<file path="src/include/fast_timer_defines.svh">
// Register offsets, field positions, reset values and fixed codes of the fast timer clock block.
`ifndef FAST_TIMER_DEFINES_SVH
`define FAST_TIMER_DEFINES_SVH

// ****************************************
// Register offsets on the CPU I/O space
// ****************************************
`define ADDR_PLL_CONTROL_STATUS   6'h29
`define ADDR_TIMER1_CLOCK_CONTROL 6'h2F
`define ADDR_COUNTER_VALUE        6'h2E
`define ADDR_UPPER_BITS_BUFFER    6'h1B

// ****************************************
// Field positions
// ****************************************
`define BIT_LOW_SPEED_SELECT  7
`define BIT_FAST_CLOCK_SELECT 2
`define BIT_PLL_ON            1
`define BIT_PLL_LOCK_FLAG     0
`define BIT_PRESCALER_CLEAR   6
`define CLOCK_SELECT_MSB      3

// ****************************************
// Reset values and fixed codes
// ****************************************
`define RESET_CLOCK_SELECT    4'h0
`define RESET_COUNTER_VALUE   10'h000
`define RESET_UPPER_BUFFER    2'h0
`define FUSE_PLL_CLOCK        4'h1
`define CLOCK_SELECT_STOP     4'h0

`endif

</file>
<file path="src/include/fast_timer_pkg.sv">
// Types shared by the fast timer clock block.
package fast_timer_pkg;

    // Timer clocking mode chosen by the fast clock select bit.
    typedef enum logic
    {
        SYNC_MODE  = 1'b0,
        ASYNC_MODE = 1'b1
    } clock_mode_type;

    typedef logic [3:0] clock_select_type;

endpackage : fast_timer_pkg

</file>
<file path="src/rtl/timer_prescaler.sv">
// Free-running 14-bit prescaler with tap selection for the timer clock enable.
`include "fast_timer_defines.svh"

module timer_prescaler
    import fast_timer_pkg::*;
#(
    parameter int DIV_WIDTH = 14
)
(
    // Clock and reset
    input  wire logic             clk,
    input  wire logic             rst,
    // Source and control
    input  wire logic             sourceTick,
    input  wire logic             prescalerClear,
    input  wire clock_select_type clockSelect,
    // Timer clock enable
    output logic                  timerTick
);

    // ****************************************
    // Elaboration check
    // ****************************************
    if (DIV_WIDTH != 14)
    begin : g_width_check
        $error("timer_prescaler serves only a 14-bit divider");
    end

    // ****************************************
    // Tap decode
    // ****************************************

    // Mask of low divider bits that must all be one for code n: 2^(n-1)-1.
    function automatic logic [DIV_WIDTH-1:0] tap_mask(input clock_select_type code);
        logic [DIV_WIDTH:0] full;
        full = '0;
        if (code != `CLOCK_SELECT_STOP)
        begin
            full = ((DIV_WIDTH+1)'(1) << (code - 4'h1)) - (DIV_WIDTH+1)'(1);
        end
        return full[DIV_WIDTH-1:0];
    endfunction : tap_mask

    logic [DIV_WIDTH-1:0] divider;
    wire  [DIV_WIDTH-1:0] mask      = tap_mask(clockSelect);
    wire                  running   = clockSelect != `CLOCK_SELECT_STOP;
    wire                  next_tick = running && sourceTick && ((divider & mask) == mask);

    // Divider counts source ticks; a clear restarts the division phase at once.
    // free-running divider
    always_ff @(posedge clk)
    begin
        if (rst || prescalerClear)
            divider <= '0;
        else if (sourceTick)
            divider <= divider + DIV_WIDTH'(1);
    end

    // Registered so the enable reaches the counter glitch free.
    always_ff @(posedge clk)
    begin
        if (rst)
            timerTick <= 1'b0;
        else
            timerTick <= next_tick;
    end
endmodule : timer_prescaler

</file>
<file path="src/rtl/fast_timer_clock.sv">
// PLL control, clock select, prescaler and 10-bit access buffer of the fast timer.
// How it works
// - Low-speed select halves the fast clock
// - Low-speed refused while PLL is system clock
// - PLL status bits 6 to 3 read zero
// - Fast select picks fast or system clock
// - Fast select accepts one only with PLL enabled
// - PLL-on starts PLL; reads one if system clock
// - Lock flag shows PLL locked state
// - Prescaler clear resets prescaler, reads zero
// - Clock select zero stops the timer
// - Codes 1-15 divide by two powers
// - Timer registers are ten bits wide
// - Low-byte read copies upper bits to buffer
// - Low-byte write loads upper bits from buffer
// - Fast clock drives timer up to 64 MHz
`include "fast_timer_defines.svh"

module fast_timer_clock
    import fast_timer_pkg::*;
(
    // Clock and reset
    input  wire logic       clk,
    input  wire logic       rst,
    // CPU I/O port
    input  wire logic [5:0] ioAddr,
    input  wire logic [7:0] ioWrData,
    input  wire logic       ioWrite,
    input  wire logic       ioRead,
    output logic      [7:0] ioRdData,
    // PLL and fuse
    input  wire logic [3:0] clockSourceFuse,
    input  wire logic       pllLockRaw,
    input  wire logic       fastPeripheralTick,
    output logic            pllEnable,
    // Timer
    output logic            timerTick,
    output logic      [9:0] counterValue,
    output clock_mode_type  clockMode
);

    // ****************************************
    // Pin synchronisers
    // ****************************************
    logic [3:0] fuseMeta;
    logic [3:0] fuseSync;
    logic       lockMeta;
    logic       pllLockFlag;

    // Fuse and lock come from outside this clock domain.
    always_ff @(posedge clk)
    begin
        fuseMeta    <= clockSourceFuse;
        fuseSync    <= fuseMeta;
        lockMeta    <= pllLockRaw;
        pllLockFlag <= lockMeta;
    end

    // ****************************************
    // Register decode
    // ****************************************
    logic             lowSpeedSelect;
    logic             fastClockSelect;
    logic             pllOnBit;
    clock_select_type clockSelectField;
    logic       [1:0] upperBitsBuffer;
    logic             prescalerClear;
    logic             halfPhase;

    wire wrPll     = ioWrite && (ioAddr == `ADDR_PLL_CONTROL_STATUS);
    wire wrControl = ioWrite && (ioAddr == `ADDR_TIMER1_CLOCK_CONTROL);
    wire wrCounter = ioWrite && (ioAddr == `ADDR_COUNTER_VALUE);
    wire wrUpper   = ioWrite && (ioAddr == `ADDR_UPPER_BITS_BUFFER);
    wire rdCounter = ioRead && (ioAddr == `ADDR_COUNTER_VALUE);

    wire pllIsSystemClock = fuseSync == `FUSE_PLL_CLOCK;
    wire pllOnRead        = pllOnBit || pllIsSystemClock;
    wire pllEnabled       = pllOnRead;

    // Write acceptance of the guarded bits.
    // low-speed refused
    wire next_lowSpeed  = ioWrData[`BIT_LOW_SPEED_SELECT] && !pllIsSystemClock;
    wire next_fastClock = ioWrData[`BIT_FAST_CLOCK_SELECT] && pllEnabled;

    wire [7:0] pllStatusRead = {lowSpeedSelect, 4'h0, fastClockSelect, pllOnRead, pllLockFlag};
    wire [7:0] controlRead   = {4'h0, clockSelectField};

    wire [7:0] next_rdData =
        (ioAddr == `ADDR_PLL_CONTROL_STATUS)   ? pllStatusRead :
        (ioAddr == `ADDR_TIMER1_CLOCK_CONTROL) ? controlRead :
        (ioAddr == `ADDR_COUNTER_VALUE)        ? counterValue[7:0] :
        (ioAddr == `ADDR_UPPER_BITS_BUFFER)    ? {6'h00, upperBitsBuffer} : 8'h00;

    // ****************************************
    // Control registers
    // ****************************************

    // PLL control and status; the PLL-on bit also drives the pllEnable output.
    always_ff @(posedge clk)
    begin
        if (rst)
        begin
            lowSpeedSelect  <= 1'b0;
            fastClockSelect <= 1'b0;
            pllOnBit        <= 1'b0;
        end
        else if (wrPll)
        begin
            lowSpeedSelect  <= next_lowSpeed;
            fastClockSelect <= next_fastClock;
            pllOnBit        <= ioWrData[`BIT_PLL_ON];
        end
    end

    // Clock select field and the self-clearing prescaler clear pulse.
    // one-cycle clear pulse
    always_ff @(posedge clk)
    begin
        if (rst)
        begin
            clockSelectField <= `RESET_CLOCK_SELECT;
            prescalerClear   <= 1'b0;
        end
        else
        begin
            prescalerClear <= wrControl && ioWrData[`BIT_PRESCALER_CLEAR];
            if (wrControl)
                clockSelectField <= ioWrData[`CLOCK_SELECT_MSB:0];
        end
    end

    // Read data is registered: it appears the cycle after the read strobe.
    always_ff @(posedge clk)
    begin
        if (rst)
            ioRdData <= 8'h00;
        else if (ioRead)
            ioRdData <= next_rdData;
    end

    // ****************************************
    // Clock source selection
    // ****************************************

    // Low-speed mode passes every other fast tick; the trade is half rate for safe timing.
    // halve the fast clock
    always_ff @(posedge clk)
    begin
        if (rst)
            halfPhase <= 1'b0;
        else if (fastPeripheralTick)
            halfPhase <= !halfPhase;
    end

    assign clockMode  = fastClockSelect ? ASYNC_MODE : SYNC_MODE;
    wire   fastSource = fastPeripheralTick && (!lowSpeedSelect || halfPhase);
    wire   sourceTick = (clockMode == ASYNC_MODE) ? fastSource : 1'b1;
    assign pllEnable  = pllEnabled;

    timer_prescaler #(
        .DIV_WIDTH      (14)
    ) u_prescaler (
        .clk            (clk),
        .rst            (rst),
        .sourceTick     (sourceTick),
        .prescalerClear (prescalerClear),
        .clockSelect    (clockSelectField),
        .timerTick      (timerTick)
    );

    // ****************************************
    // Ten-bit counter and upper bits buffer
    // ****************************************

    // A CPU write to the low byte beats counting; the upper bits come from the buffer.
    // ten-bit counter
    always_ff @(posedge clk)
    begin
        if (rst)
            counterValue <= `RESET_COUNTER_VALUE;
        else if (wrCounter)
            counterValue <= {upperBitsBuffer, ioWrData};
        else if (timerTick)
            counterValue <= counterValue + 10'h001;
    end

    // Shared buffer: written directly, or captured by a low-byte read.
    // capture on low read
    always_ff @(posedge clk)
    begin
        if (rst)
            upperBitsBuffer <= `RESET_UPPER_BUFFER;
        else if (wrUpper)
            upperBitsBuffer <= ioWrData[1:0];
        else if (rdCounter)
            upperBitsBuffer <= counterValue[9:8];
    end
endmodule : fast_timer_clock

</file>
<file path="config.mk">
export PLATFORM = sky130hd
export DESIGN_NAME = fast_timer_clock
export DESIGN_NICKNAME = d
export VERILOG_FILES = /design/src/include/fast_timer_pkg.sv /design/src/rtl/timer_prescaler.sv /design/src/rtl/fast_timer_clock.sv
export VERILOG_INCLUDE_DIRS = /design/src /design/src/include
export SDC_FILE = /design/constraint.sdc
export NUM_CORES = 1
export LEC_CHECK = 0
export BUFFER_PORTS_ARGS = -buffer_cell sky130_fd_sc_hd__buf_2
export CAP_MARGIN = 20
export CORE_UTILIZATION = 53
export CTS_CLUSTER_DIAMETER = 80
export CTS_CLUSTER_SIZE = 20
export DETAILED_ROUTE_END_ITERATION = 7
export PLACE_DENSITY_LB_ADDON = 0.25
export SLEW_MARGIN = 20
export SYNTH_ARGS = -nofsm -noshare
export SYNTH_HDL_FRONTEND = slang
export SYNTH_HIERARCHICAL = 1
export SYNTH_SLANG_ARGS = --single-unit
</file>
<file path="constraint.sdc">
create_clock -name clk -period 3 [get_ports clk]
set_input_delay 0.6 -clock clk [delete_from_list [all_inputs] [get_ports clk]]
set_output_delay 0.6 -clock clk [all_outputs]
set_load 0.1 [all_outputs]
</file>
==> results of run 1 <==
## metal layers
metal,track usage (%),vias up
met3,5.69,6
met1,32.2,1072
met4,6.97,0
li1,-,1135
met2,34.5,77
met5,0,-
## area by class of cell
class / instances / area [um^2]
timing repair buffer: 44 / 220
multi-input combinational: 216 / 1420
tap: 67 / 83.8
inverter: 9 / 33.8
sequential: 54 / 1080
fill: 443 / 1800
clock buffer: 5 / 68.8
clock inverter: 3 / 47.5
## logic make-up (layout without fill, tap and decap cells)
family,Yosys count,in the layout,share of synthesized area [%]
buffers and inverters,25,61,4.94
DFF,54,54,41.0
adders and majority gates,3,3,1.43
xor gates and xnor gates,20,20,6.65
and+or+nand+nor,126,126,27.0
AOI/OAI and AO/OA,60,60,16.3
muxes,7,7,2.66
## worst max path at each step
stage	endpoint	slack (ns)	depth (start not counted)
after floorplan	u_prescaler/timerTick	0.93	10
after global placement	counterValue[5]	0.84	5
after detailed placement	u_prescaler/timerTick	0.79	8
after CTS	pllEnable	0.75	3
after global routing	u_prescaler/timerTick	0.59	8
final	u_prescaler/timerTick	0.77	8
## worst reg2reg max path: cells and delay by family, from the launching register on
| kind | cells | cell delay (ns) |
|---|---|---|
| adders and majority gates | 1 | 0.31 |
| DFF | 1 | 0.49 |
| and+or+nand+nor | 4 | 0.95 |
| AOI/OAI and AO/OA | 3 | 0.37 |
## registers in the layout, summed over array words and instances (netlist names), 2 cells and up
register / flops
clockSelectField: 4
upperBitsBuffer: 2
counterValue: 10
fuseSync: 4
ioRdData: 8
fuseMeta: 4
u_prescaler/divider: 14
## placed cells by master (no fill, tap or decap), types with 3 or more instances in the layout
cell	synthesis	final
or2_2	3	3
nand4_1	7	7
ha_1	3	3
a211oi_1	12	12
buf_2	5	44
nand2_1	20	20
inv_1	8	8
mux2i_1	7	7
nand2b_1	3	3
nor2b_1	3	3
nand3_1	13	13
a22oi_1	3	3
o22ai_1	3	3
o21ai_0	8	8
a21oi_1	15	15
or3_1	3	3
clkbuf_8	0	5
nor2_1	42	42
and3_2	3	3
xor2_1	9	9
dfxtp_1	54	54
xnor2_1	11	11
## synthesized netlist by cell type (3+ instances only)
cell type / instances
nand3_1: 13
a211oi_1: 12
mux2i_1: 7
inv_1: 8
nand2_1: 20
buf_2: 5
dfxtp_1: 54
a21oi_1: 15
or3_1: 3
o21ai_0: 8
ha_1: 3
and3_2: 3
xor2_1: 9
clkbuf_1: 6
or2_2: 3
nor2_1: 42
nand2b_1: 3
nand4_1: 7
a22oi_1: 3
buf_6: 3
o22ai_1: 3
xnor2_1: 11
nor2b_1: 3
## power by group
part           total, mW  switching [mW]  internal (mW)
Sequential         0.742          0.0101          0.732
Clock              0.504           0.251          0.253
Combinational     0.0932          0.0629         0.0303
==> results by group, run 1 <==
Status
  – Status: completed

Setup path
  – Buf+Inv Stages, Crit Path: 0
  – CP most frequent cell: a21oi_1
  – R2R Setup Slk: 0.77 ns
  – Largest fanout on the critical path: 17
  – Critical path's top delay family: simple AND/OR/NAND/NOR gates
  – Worst Setup End Kind: register
  – Crit-path slowest cell: or4b_1
  – WP data required: 3.21 ns
  – Reg-to-Reg End: u_prescaler/timerTick
  – Critical Path Max Stage Delay: 0.54 ns
  – Reg2Reg Launch Point: clockSelectField[3]
  – CP arrival: 2.44 ns
  – CP Cell Sequence: nor2_1 > nand2_1 > ha_1 > or4b_1 > a21oi_1 > a21oi_1 > a21boi_1 > nor4_2
  – Crit path launch: clockSelectField[3]
  – WS Path Type: register to register
  – Startpoint types: register
  – R2R depth: 8

Global route
  – Gr ovfl total: 0
  – First-pass GRT wire length: 9.38 mm
  – Vias in the first global route: 1971
  – Total GRT Usage: 22.9%
  – Largest net degree at the start of global routing: 31
  – Antenna violations before repair: 0

Floorplan
  – Core ar.: 0.00475 mm^2
  – Initial Util: 55.4%
  – Die area: 0.00526 mm^2
  – Die span in x: 72.5 um
  – Placement Rows: 25
  – Height of the die: 72.5 um
  – Total I/O pin count: 45

Synth
  – Post-Synthesis Cells: 295
  – Top cells by area, synth: dfxtp_1 41%, nor2_1 6.0%, xnor2_1 3.7%
  – EDFF count, synth: 0
  – Synth warn: 6
  – Share of the synthesized area in the top cell type: 41.0%
  – Post-synth top flop: dfxtp_1
  – Async set-reset flop share out of synthesis: 0%
  – Syn Std Cell Area: 0.00263 mm^2
  – Netlist cell types: 62
  – Mean Syn Cell Area: 8.93 um^2
  – Register area share after synthesis: 41.0%
  – Synth area leader: dfxtp_1
  – Synthesis-stage register bit count: 54
  – Syn_nets: 322

Clock tree
  – H-tree levels: 2
  – Setup Buffers After CTS: 0
  – CTS tree: yes
  – Clock tree root driver cell: clkbuf_8
  – # resized after CTS: 0
  – Clock tree buffer depth: 2
  – CTS sink count: 54
  – Number of buffers created by CTS: 5
  – Cts-stage hold buffer count: 0
  – Clk_lat worst skew: 0.31 ns
  – Reg clk slew, reported paths: 0.10 ns

Route
  – Post-route ant nets: 0
  – Met1 wire length: 2.66 mm
  – Vias/cell: 5.75
  – Router iterations before antenna repair: 4
  – DR vias: 2290
  – DR WL met2: 2.55 mm
  – Final wirelength: 5.62 mm
  – DRC Markers: 0
  – WL met3: 340 um
  – DR top layer: met4
  – DR WL/cell: 14.1 um
  – DR iter-0 viols: 146

Cells and area
  – Fin area: 0.00296 mm^2
  – Antenna diode count: 0
  – Layout cells sized above 1: 22.4%
  – Area Overhead vs Synth: 12.3%
  – Post-Layout Cell Count: 398
  – Final net count: 357
  – Final Util: 62.2%

STA
  – Fmax: 449 MHz
  – Worst slew pin tran: 0.706 ns
  – Clock skew: 0.00283 ns
  – Final Setup Violations: 0
  – Final Worst Setup Slack: 0.771 ns
  – Hold_ws: 0.335 ns
  – Total negative slack: 0 ns
  – Final worst-path cycle share: 74.3%
  – Tmin final: 2.23 ns
  – Relative slew slack: 52.8%
  – Final hold viol count: 0
  – RSZ-0062 raised after global routing: false
  – Final Max Tran Viols: 0

Pwr
  – Final Total Pwr: 1.34 mW
  – Leak: 1.15 nW
  – Max VDD drop: 0.370 mV
  – Pwr/cell area: 453 mW/mm^2

Hold path
  – Hold worst-path end: fuseSync[2]
  – HP Class: register to register
  – Hold Path Depth: 0
  – Min-delay src: fuseMeta[2]

Placed design
  – GPL Wtd Cong: 0.902
  – Placed cell count: 390
  – Post-DP HPWL: 3.94 mm
  – Port buffer count: 44
  – Post-placement setup slack: 0.791 ns
  – Area post-placement: 0.00284 mm^2

Run
  – Max Cap Viol: 0
No activity file was read; power rests on OpenSTA's default activity.
==> run 2, diff against run 1 <==
ABC_AREA = 1   (was not set)
clock period = 2.2 ns   (was 3 ns; I/O delays follow)
==> run 2 against run 1 <==
Effect of this change:
- sequential share of layout area is 3.5 points lower
- sequential power is 36% higher
- via count grew 22%
- critical path depth rose by 6
- largest cell class unchanged
==> results by group, run 2 <==
Status
  – Status: completed (unchanged)

Synth
  – Post-Synth Adder-Cell Area: 1.30% (was 1.43%)
  – Top cells by area, synth: dfxtp_1 38%, nand2_1 13%, inv_1 7.4% (was dfxtp_1 41%, nor2_1 6.0%, xnor2_1 3.7%)
  – Compound-cell area share of the yosys netlist: 13.0% (was 16.3%)
  – Post-synth top flop: dfxtp_1 (unchanged)
  – Share of the synthesized area in the top cell type: 37.5% (was 41.0%)
  – Register area share after synthesis: 37.5% (was 41.0%)
  – Most common cell in the netlist: nand2_1 (was dfxtp_1)
  – Async set-reset flop share out of synthesis: 0% (unchanged)
  – XOR/XNOR Fraction of Synth Area: 1.52% (was 6.65%)
  – Post-Synthesis Cells: 424 (was 295)
  – Mean Syn Cell Area: 6.80 um^2 (was 8.93 um^2)
  – Post-synthesis mux area share: 0% (was 2.66%)
  – Main combinational cell family by area after synthesis: simple AND/OR/NAND/NOR gates (unchanged)
  – EDFF count, synth: 0 (unchanged)
  – Syn_nets: 451 (was 322)
  – Synthesis-stage register bit count: 54 (unchanged)
  – Syn Std Cell Area: 0.00288 mm^2 (was 0.00263 mm^2)
  – Synth warn: 6 (unchanged)
  – Synth area leader: dfxtp_1 (unchanged)
  – Post-synth top cells: 103 x nand2_1, 57 x inv_1, 54 x dfxtp_1 (was 54 x dfxtp_1, 42 x nor2_1, 20 x nand2_1)
  – Netlist cell types: 33 (was 62)
  – Simple-gate share of the synthesized area: 37.7% (was 27.0%)

Global route
  – Antenna violations before repair: 0 (unchanged)
  – Gr ovfl total: 0 (unchanged)
  – First-pass GRT wire length: 10.3 mm (was 9.38 mm)
  – Largest net degree at the start of global routing: 20 (was 31)
  – Total GRT Usage: 23.8% (was 22.9%)
  – Vias in the first global route: 2308 (was 1971)

Cells and area
  – Largest register FFs: 14 (unchanged)
  – Commonest non-fill, non-tap cell in the layout: nand2_1 (was dfxtp_1)
  – Fillers: 480 (was 443)
  – Final net count: 498 (was 357)
  – Reg with most FFs: u_prescaler/divider (unchanged)
  – Antenna diode count: 0 (unchanged)
  – Register Area: 0.00108 mm^2 (unchanged)
  – Layout cells sized above 1: 18.2% (was 22.4%)
  – Top Registers: u_prescaler/divider x14, counterValue x10, ioRdData x8 (unchanged)
  – Area occupied by multi-input gates: 0.00154 mm^2 (was 0.00142 mm^2)
  – Area Overhead vs Synth: 13.5% (was 12.3%)
  – Most frequent cells in the layout: 103 x nand2_1, 57 x inv_1, 54 x dfxtp_1 (was 54 x dfxtp_1, 44 x buf_2, 42 x nor2_1)
  – Post-Layout Cell Count: 542 (was 398)

STA
  – Final Setup Violations: 0 (unchanged)
  – Final Max Tran Viols: 0 (unchanged)
  – Final hold viol count: 0 (unchanged)
  – Fmax: 521 MHz (was 449 MHz)
  – Tmin final: 1.92 ns (was 2.23 ns)
  – Relative slew slack: 67.3% (was 52.8%)
  – Worst slew pin tran: 0.494 ns (was 0.706 ns)
  – Final Worst Setup Slack: 0.279 ns (was 0.771 ns)
  – Final worst-path cycle share: 87.3% (was 74.3%)
  – Clock skew: 0.00256 ns (was 0.00283 ns)
  – RSZ-0062 raised after global routing: false (unchanged)
  – Total negative slack: 0 ns (unchanged)
  – Hold_ws: 0.236 ns (was 0.335 ns)

Floorplan
  – Core ar.: 0.00517 mm^2 (was 0.00475 mm^2)
  – Die area: 0.00574 mm^2 (was 0.00526 mm^2)
  – Placement Rows: 26 (was 25)
  – Total I/O pin count: 45 (unchanged)
  – Die span in x: 75.8 um (was 72.5 um)
  – Height of the die: 75.8 um (was 72.5 um)
  – Initial Util: 55.7% (was 55.4%)

Setup path
  – Startpoint types: register (unchanged)
  – Worst Setup End Kind: register (unchanged)
  – R2R Setup Slk: 0.28 ns (was 0.77 ns)
  – WP data required: 2.44 ns (was 3.21 ns)
  – WS Path Type: register to register (unchanged)
  – CP arrival: 2.16 ns (was 2.44 ns)
  – Largest fanout on the critical path: 6 (was 17)

Route
  – Final wirelength: 6.53 mm (was 5.62 mm)
  – DRC Markers: 0 (unchanged)
  – Router iterations before antenna repair: 5 (was 4)
  – Vias/cell: 5.15 (was 5.75)
  – DR vias: 2794 (was 2290)
  – Post-route ant nets: 0 (unchanged)
  – DR WL/cell: 12.0 um (was 14.1 um)
  – DR iter-0 viols: 313 (was 146)

Clock tree
  – Number of buffers created by CTS: 5 (unchanged)
  – H-tree levels: 2 (unchanged)
  – Setup Buffers After CTS: 0 (unchanged)
  – CTS tree: yes (unchanged)
  – # resized after CTS: 0 (unchanged)
  – Clock tree buffer depth: 2 (unchanged)
  – Reg clk slew, reported paths: 0.10 ns (about the same)
  – Clk_lat worst skew: 0.30 ns (was 0.31 ns)
  – CTS sink count: 54 (unchanged)
  – Clock tree root driver cell: clkbuf_8 (unchanged)
  – Cts-stage hold buffer count: 0 (unchanged)

Pwr
  – Final Total Pwr: 1.74 mW (was 1.34 mW)
  – Max VDD drop: 0.373 mV (was 0.370 mV)
  – Pwr/cell area: 532 mW/mm^2 (was 453 mW/mm^2)
  – Leak: 1.55 nW (was 1.15 nW)

Placed design
  – Port buffer count: 44 (unchanged)
  – Post-DP HPWL: 5.04 mm (was 3.94 mm)
  – GPL Wtd Cong: 0.920 (was 0.902)
  – Placed cell count: 534 (was 390)
  – Post-placement setup slack: 0.262 ns (was 0.791 ns)

Hold path
  – HP Class: primary input to register (was register to register)

Run
  – Max Cap Viol: 0 (unchanged)
==> run 2: per-stage QoR <==
| step | area (um^2) | util [%] |
|---|---|---|
| after CTS | 3270 | 63.2 |
| final | 3270 | 63.2 |
| after global placement | 3170 | 61.3 |
| after global routing | 3270 | 63.2 |
| after detailed placement | 3170 | 61.3 |
| after floorplan | 2880 | - |
==> run 2: path summary, 6_finish.rpt <==
check / cells after the start / end / from
min reg2reg: 0 / pllLockFlag / lockMeta
max reg2reg: 14 / u_prescaler/timerTick / clockSelectField[0]
max: 14 / u_prescaler/timerTick / clockSelectField[0]
min: 1 / fuseMeta[3] / clockSourceFuse[3]
==> run 2: final cells by class <==
class	instances	area share (%)
multi-input cells	304	47.1
clock inverters	2	0.497
clock buffers	6	2.52
inverters	60	6.92
repair buffers	46	7.19
well taps	70	2.68
flip-flops and latches	54	33.1
==> run 2: kinds of logic (layout without fill, tap and decap cells) <==
group / Yosys count / after routing
AND/OR/NAND/NOR: 225 / 225
AO/OA/AOI/OAI: 71 / 71
buffers and inverters: 66 / 114
flip-flops: 54 / 54
XOR/XNOR: 5 / 5
adder cells (fa/ha/maj): 3 / 3
==> run 2: power by group <==
| group | total [mW] | internal [mW] | switching, mW |
|---|---|---|---|
| registers | 1.01 | 0.997 | 0.0106 |
| logic | 0.152 | 0.0450 | 0.107 |
| clock network | 0.581 | 0.260 | 0.322 |
==> run 2: critical path, stage by stage (launching register included) <==
cell	delay, ns
dfxtp_1	0.42
inv_1	0.07
nor2_1	0.27
nand2_1	0.12
ha_1	0.29
inv_1	0.03
nand2_1	0.05
nand2_1	0.06
nor2_2	0.09
nand2_1	0.05
nor2_1	0.08
nand3_1	0.07
nor2_1	0.10
nand3_1	0.07
nor2_1	0.08
==> run 2: metal layers <==
| metal | GRT usage, % | part of all wire [%] |
|---|---|---|
| met5 | 0 | 0 |
| met4 | 7.61 | 1.6 |
| met3 | 3.57 | 4.9 |
| met2 | 35.6 | 42 |
| met1 | 35.0 | 52 |
==> run 3, diff against run 2 <==
CORE_UTILIZATION = 50   (was 53)
==> run 3 against run 2 <==
Effect of this change:
- first-iteration DRC count decreased by 38%
- utilization decreased by 4.3 points
- count of clock-buffer cells in the layout decreased by 1
- hold slack got worse by 0.028 ns
- largest cell class unchanged
==> results by group, run 3 (synthesis results as in run 2) <==
Pwr
  – Pwr/cell area: 540 mW/mm^2 (was 532 mW/mm^2)
  – Leak: 1.55 nW (about the same)
  – Max VDD drop: 0.339 mV (was 0.373 mV)

Setup path
  – WS Path Type: register to register (unchanged)
  – Worst Setup End Kind: register (unchanged)
  – Reg2Reg Launch Point: clockSelectField[0] (unchanged)
  – WP data required: 2.46 ns (was 2.44 ns)
  – CP arrival: 2.18 ns (was 2.16 ns)
  – Startpoint types: register (unchanged)
  – Largest fanout on the critical path: 6 (unchanged)
  – Crit path launch: clockSelectField[0] (unchanged)

Clock tree
  – Cts-stage hold buffer count: 0 (unchanged)
  – Clk_lat worst skew: 0.32 ns (was 0.30 ns)
  – H-tree levels: 2 (unchanged)
  – CTS sink count: 54 (unchanged)
  – Number of buffers created by CTS: 5 (unchanged)
  – CTS tree: yes (unchanged)
  – Setup Buffers After CTS: 0 (unchanged)
  – Clock tree buffer depth: 2 (unchanged)
  – # resized after CTS: 0 (unchanged)
  – Clock tree root driver cell: clkbuf_8 (unchanged)
  – Reg clk slew, reported paths: 0.11 ns (was 0.10 ns)

Cells and area
  – Fillers: 540 (was 480)
  – Final net count: 497 (was 498)
  – Area Overhead vs Synth: 13.2% (was 13.5%)
  – Reg with most FFs: u_prescaler/divider (unchanged)
  – Commonest non-fill, non-tap cell in the layout: nand2_1 (unchanged)
  – Most frequent cells in the layout: 103 x nand2_1, 57 x inv_1, 54 x dfxtp_1 (unchanged)
  – Area occupied by multi-input gates: 0.00154 mm^2 (unchanged)
  – Top Registers: u_prescaler/divider x14, counterValue x10, ioRdData x8 (unchanged)
  – Antenna diode count: 0 (unchanged)
  – Fin area: 0.00326 mm^2 (was 0.00327 mm^2)
  – Layout cells sized above 1: 18.0% (was 18.2%)
  – Largest register FFs: 14 (unchanged)
  – Register Area: 0.00108 mm^2 (unchanged)

Floorplan
  – Initial Util: 52.0% (was 55.7%)
  – Total I/O pin count: 45 (unchanged)
  – Die area: 0.00607 mm^2 (was 0.00574 mm^2)
  – Height of the die: 77.9 um (was 75.8 um)
  – Placement Rows: 27 (was 26)
  – Die span in x: 77.9 um (was 75.8 um)
  – Core ar.: 0.00554 mm^2 (was 0.00517 mm^2)

STA
  – Final hold viol count: 0 (unchanged)
  – Total negative slack: 0 ns (unchanged)
  – Relative slew slack: 66.3% (was 67.3%)
  – Final worst-path cycle share: 87.3% (about the same)
  – Final Max Tran Viols: 0 (unchanged)
  – Fmax: 521 MHz (about the same)
  – Tmin final: 1.92 ns (about the same)
  – Clock skew: 0.0125 ns (was 0.00256 ns)
  – Worst slew pin tran: 0.504 ns (was 0.494 ns)
  – RSZ-0062 raised after global routing: false (unchanged)
  – Final Setup Violations: 0 (unchanged)

Placed design
  – Area post-placement: 0.00317 mm^2 (about the same)
  – GPL Wtd Cong: 0.885 (was 0.920)
  – Port buffer count: 44 (unchanged)
  – Post-DP HPWL: 5.17 mm (was 5.04 mm)

Global route
  – Gr ovfl total: 0 (unchanged)
  – Total GRT Usage: 24.0% (was 23.8%)
  – Antenna violations before repair: 0 (unchanged)
  – First-pass GRT wire length: 11.5 mm (was 10.3 mm)
  – Vias in the first global route: 2567 (was 2308)
  – Largest net degree at the start of global routing: 20 (unchanged)

Hold path
  – Min-delay src: clockSourceFuse[1] (was clockSourceFuse[3])
  – HP Class: primary input to register (unchanged)

Route
  – Post-route ant nets: 0 (unchanged)
  – Final wirelength: 6.77 mm (was 6.53 mm)
  – DR WL/cell: 12.5 um (was 12.0 um)
  – DR vias: 2820 (was 2794)
  – DRC Markers: 0 (unchanged)
  – Router iterations before antenna repair: 4 (was 5)
  – Vias/cell: 5.19 (was 5.15)
  – DR iter-0 viols: 193 (was 313)

Run
  – Max Cap Viol: 0 (unchanged)

Status
  – Status: completed (unchanged)
run 3: changes by cell type in the layout (fill, tap and decap cells not counted):
cell,change
buf_4,-1
clkbuf_8,-1
inv_8,+1
clkinvlp_4,-1
clkinv_4,+1
run 3: worst max-delay path, stage by stage, from the launching register on:
cell and delay, ns:
dfxtp_1 0.43, inv_1 0.08, nor2_1 0.25, nand2_1 0.12
ha_1 0.29, inv_1 0.04, nand2_1 0.05, nand2_1 0.06
nor2_2 0.09, nand2_1 0.05, nor2_1 0.08, nand3_1 0.07
nor2_1 0.12, nand3_1 0.08, nor2_1 0.08
run 3: worst paths after layout:
| path | slack (ns) | cells after the start | endpoint |
|---|---|---|---|
| max | 0.28 | 14 | u_prescaler/timerTick |
| max reg2reg | 0.28 | 14 | u_prescaler/timerTick |
| min | 0.21 | 1 | fuseMeta[1] |
| min reg2reg | 0.34 | 0 | pllLockFlag |
run 3: final cells by class:
class	instances	share of cell area (%)
clock inverter	3	0.882
sequential	54	33.1
tap	72	2.76
multi-input combinational	304	47.2
clock buffer	5	2.11
inverter	60	6.94
timing repair buffer	45	6.98
run 3: power by group:
group / total, mW / switching (mW) / internal (mW)
registers: 1.01 / 0.0106 / 0.997
logic: 0.152 / 0.107 / 0.0449
clock network: 0.602 / 0.363 / 0.239
run 3: metal layers:
metal | vias up | global-route usage [%] | share of wire [%]
met5 | - | 0 | 0
met4 | 0 | 11.1 | 1.9
met3 | 13 | 3.41 | 5.8
met2 | 83 | 38.8 | 44
met1 | 1274 | 31.5 | 48
li1 | 1450 | - | -
run 3: through the flow:
| stage | power [mW] | cells | util (%) | hold WS [ns] | worst slack, ns |
|---|---|---|---|---|---|
| 6_report | 1.76 | 543 | 58.9 | 0.208 | 0.280 |
| 3_5_place_dp | 1.18 | 535 | 57.2 | 0.316 | 0.270 |
| 4_1_cts | 1.78 | 543 | 58.9 | 0.202 | 0.264 |
| 3_3_place_gp | 1.18 | 535 | 57.2 | 0.310 | 0.329 |
| 5_1_grt | 1.83 | 543 | 58.9 | 0.194 | 0.00946 |
| 2_1_floorplan | 1.13 | 424 | - | 0.310 | 0.129 |
